$ cat config.mk
export PLATFORM = sky130hd
export DESIGN_NAME = radio_state_rx_fifo_control
export DESIGN_NICKNAME = d
export VERILOG_FILES = /design/src/common/radio_ctrl_pkg.sv /design/src/core/rx_byte_fifo.sv /design/src/core/radio_state_rx_fifo_control.sv
export SDC_FILE = /design/constraint.sdc
export NUM_CORES = 1
export LEC_CHECK = 0
export BUFFER_PORTS_ARGS = -buffer_cell sky130_fd_sc_hd__buf_2
export CAP_MARGIN = 5
export CORE_MARGIN = 2
export CORE_UTILIZATION = 60
export DETAILED_ROUTE_END_ITERATION = 10
export GPL_TIMING_DRIVEN = 0
export PLACE_DENSITY = 0.76
export SETUP_SLACK_MARGIN = 0.02
export SYNTH_ARGS = -nofsm -noshare
export SYNTH_HDL_FRONTEND = slang
export SYNTH_SLANG_ARGS = --single-unit
$ cat constraint.sdc
create_clock -name CLK -period 6 [get_ports CLK]
set_input_delay 0.3 -clock CLK [delete_from_list [all_inputs] [get_ports CLK]]
set_output_delay 0.3 -clock CLK [all_outputs]
set_load 0.01 [all_outputs]
$ cat src/common/radio_ctrl_pkg.sv
// Constants and types shared by the radio state controller, its assertions and its testbench
package radio_ctrl_pkg;

	// Transition and calibration times, in crystal cycles (CLK is the crystal clock)
	localparam int CLK_PERIOD_NS = 25;
	localparam logic [15:0] IDLE_TO_RX_CYCLES = 16'h07A1;
	localparam logic [15:0] RX_TO_IDLE_CYCLES = 16'h0002;
	localparam logic [15:0] MANUAL_CAL_BASE_CYCLES = 16'h011B;
	localparam logic [15:0] CAL_NO_CP_SHORT_CYCLES = 16'h0EB4;
	localparam logic [15:0] CAL_NO_CP_LONG_CYCLES = 16'h0FE9;
	localparam logic [15:0] XOSC_START_CYCLES = 16'h0040;
	localparam int COUNT_W = 16;

	// Receive FIFO geometry
	localparam int RX_FIFO_DEPTH = 64;
	localparam int RX_FIFO_WIDTH = 8;
	localparam int RX_COUNT_W = 7;

	// Auto calibration choices
	localparam logic [1:0] AUTOCAL_NEVER = 2'h0;
	localparam logic [1:0] AUTOCAL_IDLE_TO_RX = 2'h1;
	localparam logic [1:0] AUTOCAL_RX_TO_IDLE = 2'h2;
	localparam logic [1:0] AUTOCAL_EVERY_FOURTH = 2'h3;

	// Receive exit choices
	localparam logic [1:0] RXEXIT_IDLE = 2'h0;
	localparam logic [1:0] RXEXIT_STAY_RX = 2'h3;

	// Charge pump calibration disabled code, long-calibration test bit
	localparam logic [1:0] CP_CAL_OFF = 2'h0;
	localparam int TEST_LONG_CAL_BIT = 1;

	// Carrier absence under on-off keying counts after this many symbols
	localparam logic [3:0] OOK_MIN_SYMBOLS = 4'h8;

	// Status byte fields
	localparam int STATUS_READY_BIT = 7;
	localparam int STATUS_STATE_LSB = 4;
	localparam logic [3:0] STATUS_FILL_MAX = 4'hF;
	localparam logic [2:0] CODE_IDLE = 3'h0;
	localparam logic [2:0] CODE_RX = 3'h1;
	localparam logic [2:0] CODE_SETTLE = 3'h3;
	localparam logic [2:0] CODE_CAL = 3'h4;
	localparam logic [2:0] CODE_OVERFLOW = 3'h6;
	localparam logic [2:0] CODE_OFF = 3'h7;

	typedef enum logic [8:0] {
		ST_SLEEP = 9'h001,
		ST_CRYSTAL_OFF_STATE = 9'h002,
		ST_WAKE = 9'h004,
		ST_IDLE = 9'h008,
		ST_CAL = 9'h010,
		ST_SETTLE = 9'h020,
		ST_RX = 9'h040,
		ST_ENDCAL = 9'h080,
		ST_OVERFLOW = 9'h100
	} state_type;

endpackage

$ cat src/core/rx_byte_fifo.sv
// Flip-flop FIFO with valid/ready on both sides, flush and fill count
`timescale 1ns/10ps
module rx_byte_fifo #(
	parameter int WIDTH = 8,
	parameter int DEPTH = 16
) (
	input wire logic clk,
	input wire logic rst_n,
	input wire logic clk_en,
	input wire logic flush,
	input wire logic in_valid,
	output logic in_ready,
	input wire logic [WIDTH-1:0] in_data,
	output logic out_valid,
	input wire logic out_ready,
	output logic [WIDTH-1:0] out_data,
	output logic [$clog2(DEPTH):0] count
);
	localparam int AW = $clog2(DEPTH);

	logic [WIDTH-1:0] store [DEPTH];
	logic [AW-1:0] wr_ptr;
	logic [AW-1:0] rd_ptr;
	logic do_write;
	logic do_read;

	assign in_ready = (count != DEPTH[AW:0]);
	assign out_valid = (count != '0);
	assign out_data = store[rd_ptr];
	assign do_write = in_valid && in_ready;
	assign do_read = out_valid && out_ready;

	always_ff @(posedge clk) begin
		if (clk_en && do_write) begin
			store[wr_ptr] <= in_data;
		end
	end

	always_ff @(posedge clk or negedge rst_n) begin
		if (!rst_n) begin
			wr_ptr <= '0;
			rd_ptr <= '0;
			count <= '0;
		end else if (clk_en) begin
			if (flush) begin
				wr_ptr <= '0;
				rd_ptr <= '0;
				count <= '0;
			end else begin
				if (do_write) begin
					wr_ptr <= (wr_ptr == AW'(DEPTH - 1)) ? '0 : wr_ptr + 1'b1;
				end
				if (do_read) begin
					rd_ptr <= (rd_ptr == AW'(DEPTH - 1)) ? '0 : rd_ptr + 1'b1;
				end
				// Simultaneous write and read keeps the count steady
				if (do_write && !do_read) begin
					count <= count + 1'b1;
				end else if (do_read && !do_write) begin
					count <= count - 1'b1;
				end
			end
		end
	end
endmodule

$ cat src/core/radio_state_rx_fifo_control.sv
// Radio operating-state controller with receive byte FIFO
//
// Overview of operation
// - Crystal automatic unless force-on bit set
// - Crystal-off and power-down strobes accepted only idle
// - Crystal stops on chip-select high, restarts low
// - Sleep disables core regulator until chip-select low
// - Receive strobe moves idle to receive directly
// - Manual calibrate strobe plus three auto-calibration choices
// - Idle strobe forces idle, skips auto calibration
// - After packet, exit setting picks idle or receive
// - Early termination only if the first carrier sample shows no carrier
// - OOK no-carrier valid after eight symbols
// - Early termination always returns to idle
// - Idle to receive 1953 cycles plus calibration
// - Receive to idle 2 cycles plus calibration
// - Charge pump off: 3764 or 4073 cycles
// - Charge pump on: 18506 or 18815 cycles
// - 64-byte receive FIFO with overflow detection
// - Status byte and count field report fill
// - Threshold is four times field plus four
// - Threshold signal high at or above threshold
// - Overflow flag holds until FIFO flushed
`timescale 1ns/10ps
module radio_state_rx_fifo_control
	import radio_ctrl_pkg::*;
#(
	parameter logic [15:0] CAL_CP_SHORT_CYCLES = 16'h484A,
	parameter logic [15:0] CAL_CP_LONG_CYCLES = 16'h497F
) (
	input wire logic CLK,
	input wire logic RST_N,
	input wire logic CLK_EN,
	input wire logic CHIP_SELECT_LOW,
	input wire logic RECEIVE_STROBE,
	input wire logic IDLE_STROBE,
	input wire logic CALIBRATE_STROBE,
	input wire logic CRYSTAL_OFF_STROBE,
	input wire logic POWER_DOWN_STROBE,
	input wire logic RESET_STROBE,
	input wire logic FLUSH_STROBE,
	input wire logic XOSC_FORCE_ON,
	input wire logic [1:0] AUTO_CALIBRATION_SELECT,
	input wire logic [1:0] RECEIVE_EXIT_SELECT,
	input wire logic EARLY_RECEIVE_TERMINATION,
	input wire logic OOK_MODE,
	input wire logic [1:0] CHARGE_PUMP_CAL_SELECT,
	input wire logic [7:0] TEST_CFG_ZERO,
	input wire logic [3:0] FIFO_THRESHOLD_FIELD,
	input wire logic PACKET_DONE,
	input wire logic CARRIER_SAMPLE_VALID,
	input wire logic CARRIER_SENSE,
	input wire logic LINK_CLK,
	input wire logic LINK_DATA,
	input wire logic FIFO_READ,
	output logic [7:0] FIFO_DATA,
	output logic FIFO_DATA_VALID,
	output logic CRYSTAL_ENABLE,
	output logic REGULATOR_ENABLE,
	output logic CHIP_READY_N,
	output logic CALIBRATING,
	output logic RECEIVING,
	output logic [7:0] STATUS_BYTE,
	output logic [7:0] RECEIVE_COUNT_REG,
	output logic FIFO_THRESHOLD,
	output logic RX_OVERFLOW
);

	state_type state;
	state_type next_state;
	logic [COUNT_W-1:0] wait_count;
	logic [COUNT_W-1:0] next_wait;
	logic cs_s1, cs_s2, cs_s3, cs_low;
	logic lk_s1, lk_s2, lk_s3, lk_level;
	logic dt_s1, dt_s2, dt_s3;
	logic link_rise;
	logic cs_released;
	logic [1:0] auto_exit_turns;
	logic [3:0] symbol_count;
	logic first_sample_seen;
	logic [7:0] shift_reg;
	logic [2:0] bit_count;
	logic push_valid;
	logic [7:0] push_data;
	logic push_ready;
	logic overflow;
	logic pop_valid;
	logic [7:0] pop_data;
	logic [RX_COUNT_W-1:0] fill;
	logic auto_exit;
	logic exit_cal;
	logic [COUNT_W-1:0] cal_time;

	// Calibration length from charge-pump and test settings
	function automatic logic [COUNT_W-1:0] cal_cycles(input logic [1:0] cp_sel,
			input logic [7:0] test);
		logic long_cal;
		long_cal = test[TEST_LONG_CAL_BIT];
		if (cp_sel == CP_CAL_OFF) begin
			cal_cycles = long_cal ? CAL_NO_CP_LONG_CYCLES : CAL_NO_CP_SHORT_CYCLES;
		end else begin
			cal_cycles = long_cal ? CAL_CP_LONG_CYCLES : CAL_CP_SHORT_CYCLES;
		end
	endfunction

	function automatic logic [2:0] state_code(input state_type st);
		case (st)
			ST_IDLE: state_code = CODE_IDLE;
			ST_RX: state_code = CODE_RX;
			ST_SETTLE, ST_ENDCAL: state_code = CODE_SETTLE;
			ST_CAL: state_code = CODE_CAL;
			ST_OVERFLOW: state_code = CODE_OVERFLOW;
			default: state_code = CODE_OFF;
		endcase
	endfunction

	assign cal_time = cal_cycles(CHARGE_PUMP_CAL_SELECT, TEST_CFG_ZERO);

	// Pin synchronisers; a change counts once the second and third stages agree
	always_ff @(posedge CLK or negedge RST_N) begin
		if (!RST_N) begin
			cs_s1 <= 1'b1;
			cs_s2 <= 1'b1;
			cs_s3 <= 1'b1;
			cs_low <= 1'b0;
		end else if (CLK_EN) begin
			cs_s1 <= CHIP_SELECT_LOW;
			cs_s2 <= cs_s1;
			cs_s3 <= cs_s2;
			if (cs_s2 == cs_s3) begin
				cs_low <= !cs_s3;
			end
		end
	end

	always_ff @(posedge CLK or negedge RST_N) begin
		if (!RST_N) begin
			lk_s1 <= 1'b0;
			lk_s2 <= 1'b0;
			lk_s3 <= 1'b0;
			lk_level <= 1'b0;
			dt_s1 <= 1'b0;
			dt_s2 <= 1'b0;
			dt_s3 <= 1'b0;
		end else if (CLK_EN) begin
			lk_s1 <= LINK_CLK;
			lk_s2 <= lk_s1;
			lk_s3 <= lk_s2;
			dt_s1 <= LINK_DATA;
			dt_s2 <= dt_s1;
			dt_s3 <= dt_s2;
			if (lk_s2 == lk_s3) begin
				lk_level <= lk_s3;
			end
		end
	end

	assign link_rise = (lk_s2 == lk_s3) && lk_s3 && !lk_level;

	// Automatic exits from receive
	always_comb begin
		auto_exit = 1'b0;
		if (PACKET_DONE && RECEIVE_EXIT_SELECT != RXEXIT_STAY_RX) begin
			auto_exit = 1'b1;
		end
		if (EARLY_RECEIVE_TERMINATION && CARRIER_SAMPLE_VALID && !first_sample_seen &&
				(!OOK_MODE || symbol_count >= OOK_MIN_SYMBOLS) && !CARRIER_SENSE) begin
			auto_exit = 1'b1;
		end
	end

	always_comb begin
		case (AUTO_CALIBRATION_SELECT)
			AUTOCAL_RX_TO_IDLE: exit_cal = 1'b1;
			AUTOCAL_EVERY_FOURTH: exit_cal = (auto_exit_turns == 2'h3);
			default: exit_cal = 1'b0;
		endcase
	end

	always_comb begin
		next_state = state;
		next_wait = wait_count;
		case (state)
			ST_SLEEP, ST_CRYSTAL_OFF_STATE: begin
				if (cs_released && cs_low) begin
					next_state = ST_WAKE;
					next_wait = XOSC_START_CYCLES - 16'h0001;
				end
			end
			ST_WAKE: begin
				if (wait_count == '0) begin
					next_state = ST_IDLE;
				end else begin
					next_wait = wait_count - 16'h0001;
				end
			end
			ST_IDLE: begin
				if (RECEIVE_STROBE) begin
					next_state = ST_SETTLE;
					next_wait = IDLE_TO_RX_CYCLES - 16'h0001;
					if (AUTO_CALIBRATION_SELECT == AUTOCAL_IDLE_TO_RX) begin
						next_wait = IDLE_TO_RX_CYCLES + cal_time - 16'h0001;
					end
				end else if (CALIBRATE_STROBE) begin
					next_state = ST_CAL;
					next_wait = MANUAL_CAL_BASE_CYCLES + cal_time - 16'h0001;
				end else if (CRYSTAL_OFF_STROBE) begin
					next_state = ST_CRYSTAL_OFF_STATE;
				end else if (POWER_DOWN_STROBE) begin
					next_state = ST_SLEEP;
				end
			end
			ST_CAL, ST_ENDCAL: begin
				if (wait_count == '0) begin
					next_state = ST_IDLE;
				end else begin
					next_wait = wait_count - 16'h0001;
				end
			end
			ST_SETTLE: begin
				if (wait_count == '0) begin
					next_state = ST_RX;
				end else begin
					next_wait = wait_count - 16'h0001;
				end
			end
			ST_RX: begin
				if (overflow || (push_valid && !push_ready)) begin
					next_state = ST_OVERFLOW;
				end else if (auto_exit) begin
					next_state = ST_ENDCAL;
					next_wait = exit_cal ? RX_TO_IDLE_CYCLES + cal_time - 16'h0001
						: RX_TO_IDLE_CYCLES - 16'h0001;
				end
			end
			ST_OVERFLOW: begin
				if (FLUSH_STROBE) begin
					next_state = ST_IDLE;
				end
			end
			default: begin
				next_state = ST_IDLE;
			end
		endcase
		// Idle and reset strobes override everything, so no exit calibration
		if (IDLE_STROBE || RESET_STROBE) begin
			next_state = ST_IDLE;
			next_wait = '0;
		end
	end

	always_ff @(posedge CLK or negedge RST_N) begin
		if (!RST_N) begin
			state <= ST_IDLE;
			wait_count <= '0;
		end else if (CLK_EN) begin
			state <= next_state;
			wait_count <= next_wait;
		end
	end

	// Chip-select must rise before a low level can wake the chip
	always_ff @(posedge CLK or negedge RST_N) begin
		if (!RST_N) begin
			cs_released <= 1'b0;
		end else if (CLK_EN) begin
			if (state != ST_SLEEP && state != ST_CRYSTAL_OFF_STATE) begin
				cs_released <= 1'b0;
			end else if (!cs_low) begin
				cs_released <= 1'b1;
			end
		end
	end

	// Every fourth automatic exit; forced exits do not count
	always_ff @(posedge CLK or negedge RST_N) begin
		if (!RST_N) begin
			auto_exit_turns <= '0;
		end else if (CLK_EN) begin
			if (RESET_STROBE) begin
				auto_exit_turns <= '0;
			end else if (state == ST_RX && next_state == ST_ENDCAL) begin
				auto_exit_turns <= auto_exit_turns + 2'h1;
			end
		end
	end

	// Symbol count and first carrier sample, restarted on each receive entry
	always_ff @(posedge CLK or negedge RST_N) begin
		if (!RST_N) begin
			symbol_count <= '0;
			first_sample_seen <= 1'b0;
		end else if (CLK_EN) begin
			if (state != ST_RX) begin
				symbol_count <= '0;
				first_sample_seen <= 1'b0;
			end else begin
				if (link_rise && symbol_count < OOK_MIN_SYMBOLS) begin
					symbol_count <= symbol_count + 4'h1;
				end
				if (CARRIER_SAMPLE_VALID && (!OOK_MODE || symbol_count >= OOK_MIN_SYMBOLS)) begin
					first_sample_seen <= 1'b1;
				end
			end
		end
	end

	// Serial bits on the link, MSB first, gathered into bytes
	always_ff @(posedge CLK or negedge RST_N) begin
		if (!RST_N) begin
			shift_reg <= '0;
			bit_count <= '0;
			push_valid <= 1'b0;
			push_data <= '0;
		end else if (CLK_EN) begin
			push_valid <= 1'b0;
			if (state != ST_RX) begin
				bit_count <= '0;
			end else if (link_rise) begin
				shift_reg <= {shift_reg[6:0], dt_s3};
				bit_count <= bit_count + 3'h1;
				if (bit_count == 3'h7) begin
					push_valid <= 1'b1;
					push_data <= {shift_reg[6:0], dt_s3};
				end
			end
		end
	end

	// A byte refused by a full FIFO is lost; set wins over flush
	always_ff @(posedge CLK or negedge RST_N) begin
		if (!RST_N) begin
			overflow <= 1'b0;
		end else if (CLK_EN) begin
			if (push_valid && !push_ready) begin
				overflow <= 1'b1;
			end else if (FLUSH_STROBE || RESET_STROBE) begin
				overflow <= 1'b0;
			end
		end
	end

	rx_byte_fifo #(
		.WIDTH(RX_FIFO_WIDTH),
		.DEPTH(RX_FIFO_DEPTH)
	) u_fifo (
		.clk(CLK),
		.rst_n(RST_N),
		.clk_en(CLK_EN),
		.flush(FLUSH_STROBE || RESET_STROBE),
		.in_valid(push_valid),
		.in_ready(push_ready),
		.in_data(push_data),
		.out_valid(pop_valid),
		.out_ready(FIFO_READ),
		.out_data(pop_data),
		.count(fill)
	);

	always_ff @(posedge CLK or negedge RST_N) begin
		if (!RST_N) begin
			FIFO_DATA <= '0;
			FIFO_DATA_VALID <= 1'b0;
		end else if (CLK_EN) begin
			FIFO_DATA_VALID <= FIFO_READ && pop_valid;
			if (FIFO_READ && pop_valid) begin
				FIFO_DATA <= pop_data;
			end
		end
	end

	// Registered status and control outputs
	always_ff @(posedge CLK or negedge RST_N) begin
		if (!RST_N) begin
			CRYSTAL_ENABLE <= 1'b1;
			REGULATOR_ENABLE <= 1'b1;
			CHIP_READY_N <= 1'b0;
			CALIBRATING <= 1'b0;
			RECEIVING <= 1'b0;
			STATUS_BYTE <= '0;
			RECEIVE_COUNT_REG <= '0;
			FIFO_THRESHOLD <= 1'b0;
			RX_OVERFLOW <= 1'b0;
		end else if (CLK_EN) begin
			CRYSTAL_ENABLE <= XOSC_FORCE_ON ||
				!((state == ST_SLEEP || state == ST_CRYSTAL_OFF_STATE) && cs_released);
			REGULATOR_ENABLE <= !(state == ST_SLEEP && cs_released);
			CHIP_READY_N <= (state == ST_WAKE) ||
				((state == ST_SLEEP || state == ST_CRYSTAL_OFF_STATE) && cs_released);
			CALIBRATING <= (state == ST_CAL) || (state == ST_ENDCAL && wait_count > 16'h0001);
			RECEIVING <= (state == ST_RX);
			STATUS_BYTE[STATUS_READY_BIT] <= (state == ST_WAKE);
			STATUS_BYTE[STATUS_STATE_LSB +: 3] <= state_code(state);
			STATUS_BYTE[3:0] <= (fill > 7'(STATUS_FILL_MAX)) ? STATUS_FILL_MAX
				: fill[3:0];
			RECEIVE_COUNT_REG <= {overflow, fill};
			// Widen before adding, so field 15 gives 64 rather than a wrapped zero
			FIFO_THRESHOLD <= (fill >= {1'b0, FIFO_THRESHOLD_FIELD, 2'b00} + 7'h04);
			RX_OVERFLOW <= overflow;
		end
	end

endmodule

==> results.toml <==
[worst_setup_path]
crit_chain = "buf_2 > buf_2 > clkbuf_1 > mux4_2 > a22oi_1 > nand2_1 > a21oi_1 > nand3_1"
rr_worst_depth = 8
cp_slowest_cell = "clkbuf_1"
cp.arrival_ps = 4380
crit_type = "flip-flop to flip-flop"
slowest_delay_ps = 1010
worstSetupStartpointType = "flip-flop"
path_delay_family = "buffers and inverters"
r2r-end = "FIFO_DATA[7]$_DFFE_PN0P_"
crit_top_cell = "buf_2"
crit_required_ps = 6520
cp_num_buf_inv = 3
ff2ff_setup_slack_ps = 2140
reg2reg_from = "u_fifo.rd_ptr[1]$_DFFE_PN0P_"
worstPathMaxFanout = 10
cp-end-kind = "flip-flop"

[min_path]
hold_depth = 3
min-delay-start = "IDLE_STROBE"
hold_path.class = "input port to flip-flop"
holdPathEnd = "wait_count[12]$_DFFE_PN0P_"

[synthesis]
synth_common_cells = "edfxtp_1, nor2_1, mux4_2"
synth.avg_cell_area_um2 = 16.59
synth_ff_type = "edfxtp_1"
synth_seq_area_share = 0.6873
synthTopCellsByArea = "edfxtp_1, mux4_2, dfrtp_1, nor2_1, mux2_2"
ys_warn_count = 0
ys_types = 90
netlist.area_leader.share = 0.5795
yosys_register_bits = 626
synth_most_common_cell = "edfxtp_1"
netlist_area_um2 = 26530
synthCells = 1599
synthArstFlopShare = 0.1821
synth.net_count = 1668
synth_edf_count = 512
yosys.area.top_type = "edfxtp_1"

[routing]
drtIter0Drc = 2374
via_count = 15970
vias_per_cell = 6.697
drc_errors = 0
drt_wl_total_mm = 69.57
wire_per_inst_um = 29.17
ant_nets = 0
dr.pass1.iters = 5

[cells_and_area]
top_register = "u_fifo.store"
multi_input_area_um2 = 7726
antenna_cells = 0
largest_reg_flops = 512
regArea_um2 = 18250
reg.largest.list = "u_fifo.store x512, wait_count x16, state x9"
num-nets-final = 1810
syn_to_final_growth_pct = 12.69
drive_above_1_share = 0.2248
num-fill-cells = 2889

[timing]
fin_tns_setup_ps = 0
maxSlewViolCount = 0
hold_ws_ps = 40.23
clock_skew_ps = 22.93
min_period_ps = 3861
max_freq_mhz = 259.0
rsz0062_at_grt = "no"
period_share = 0.6435
setup_viol_count_final = 0
maxSlewHeadroom = 0.1312
finalHoldViolCount = 0
worst_pin_slew_ps = 1303

[global_routing]
first_global_vias = 15540
antenna_found_initial = 1
grt_max_degree = 89
grt.overflow.total = 0
grt_pass1_wl_mm = 102.4
grt.total_usage = 0.3066

[die]
core.rowCount = 77
die_area_um2 = 45920
die_x_um = 214.3
die_h_um = 214.3
core_area_um2 = 43930
ios = 70
start_util = 0.6039

[clocking]
numClockSinks = 626
clkTransAtPathRegs_ps = 60
root_buffer = "clkbuf_16"
cts_buffer_depth = 3
h-tree-depth = 2
cts_tree = "built"
insertion_delay_ps = 640
ctsResizeCount = 0
cts_buffers = 61

[place]
io_buffers = 61
place.gp.congestion = 0.9283
dp_hpwl_mm = 45.56

[power]
power.density_nw_per_um2 = 345.6
leakagePower_nw = 11.20
ir_worst_vdd_uv = 284.1

[flow_run]
cap_violations = 0

[status]
status = "finished, final reports clean"
-- final cells by class --
type	instances	share of cell area
sequential	626	0.6103
multi-input combinational	856	0.2584
clock buffer	76	0.05503
tap	592	0.02478
timing repair buffer	79	0.02046
buffer	83	0.01477
clock inverter	39	0.01201
inverter	34	0.004269
-- routing by layer --
metal	routed length (um)	global-route usage	up-vias
met1	26180	0.4339	8138
met5	13	0	-
li1	-	-	6654
met3	7486	0.05674	167
met4	2578	0.1072	2
met2	33310	0.4878	1011
-- how the worst max path moves through the flow --
stage                                 start                          end  slack (ps)  depth (start not counted)
2_1_floorplan   u_fifo.count[0]$_DFFE_PN0P_  u_fifo.count[6]$_DFFE_PN0P_        3000                         13
3_3_place_gp   u_fifo.rd_ptr[1]$_DFFE_PN0P_     FIFO_DATA[6]$_DFFE_PN0P_        2350                          8
3_5_place_dp   u_fifo.rd_ptr[1]$_DFFE_PN0P_     FIFO_DATA[6]$_DFFE_PN0P_        2300                          8
4_1_cts        u_fifo.rd_ptr[1]$_DFFE_PN0P_     FIFO_DATA[6]$_DFFE_PN0P_        2260                          8
5_1_grt         u_fifo.count[0]$_DFFE_PN0P_  u_fifo.count[6]$_DFFE_PN0P_        2110                         13
6_report       u_fifo.rd_ptr[1]$_DFFE_PN0P_     FIFO_DATA[7]$_DFFE_PN0P_        2140                          8
-- where the power goes --
part	leakage, nW	switching [mW]	total (mW)	internal (mW)
combinational	3.07	0.977	1.62	0.640
clock	0.971	1.65	3.85	2.20
sequential	7.15	0.113	4.87	4.76
total	11.2	2.74	10.3	7.60
-- tightest hold or removal path, delay by kind of cell --
kind | cells | cell delay [ps]
AO/OA/AOI/OAI | 1 | 70
buffers and inverters | 1 | 120
AND/OR/NAND/NOR | 1 | 130
-- metrics by stage --
| stage | instance area (um2) | util | instances | power [mW] | setup WS, ps |
|---|---|---|---|---|---|
| CTS | 29900 | 0.6805 | 2385 | 10.34 | 2259 |
| floorplan | 26530 | - | 1599 | 6.000 | 2996 |
| finish | 29900 | 0.6805 | 2385 | 10.33 | 2139 |
| global route | 29900 | 0.6805 | 2385 | 10.64 | 2110 |
| detailed placement | 27800 | 0.6329 | 2261 | 6.548 | 2304 |
| global placement | 27580 | 0.6277 | 2252 | 6.519 | 2355 |
-- logic make-up (layout without fill, tap and decap cells) --
| family | count (synthesis) | in the layout | synth area share |
|---|---|---|---|
| AOI/OAI and AO/OA | 249 | 249 | 0.06872 |
| DFF | 626 | 626 | 0.6873 |
| buffers and inverters | 117 | 311 | 0.02146 |
| xor gates and xnor gates | 24 | 24 | 0.007923 |
| and+or+nand+nor | 363 | 363 | 0.06820 |
| adders and majority gates | 31 | 31 | 0.01490 |
| muxes | 189 | 189 | 0.1315 |
-- repair_timing --
item	in CTS	in global routing
hold buffers	9	0
endpoints found under the hold margin	113	0
endpoints found under the setup margin	0	0
setup buffers	0	0
-- cells in the final DEF (no fill, tap or decap), drive strengths merged, types with 18 or more instances in the layout --
master / instances
mux4: 124
o21ai: 46
nand4: 18
clkinv: 27
ha: 30
mux2i: 29
a21oi: 38
dfrtp: 108
nor2b: 18
nor3: 18
mux2: 36
buf: 119
nand3: 41
clkbuf: 110
nor2: 137
inv: 35
nand2: 68
edfxtp: 512
a22oi: 30
(Power assumes the default switching activity.)
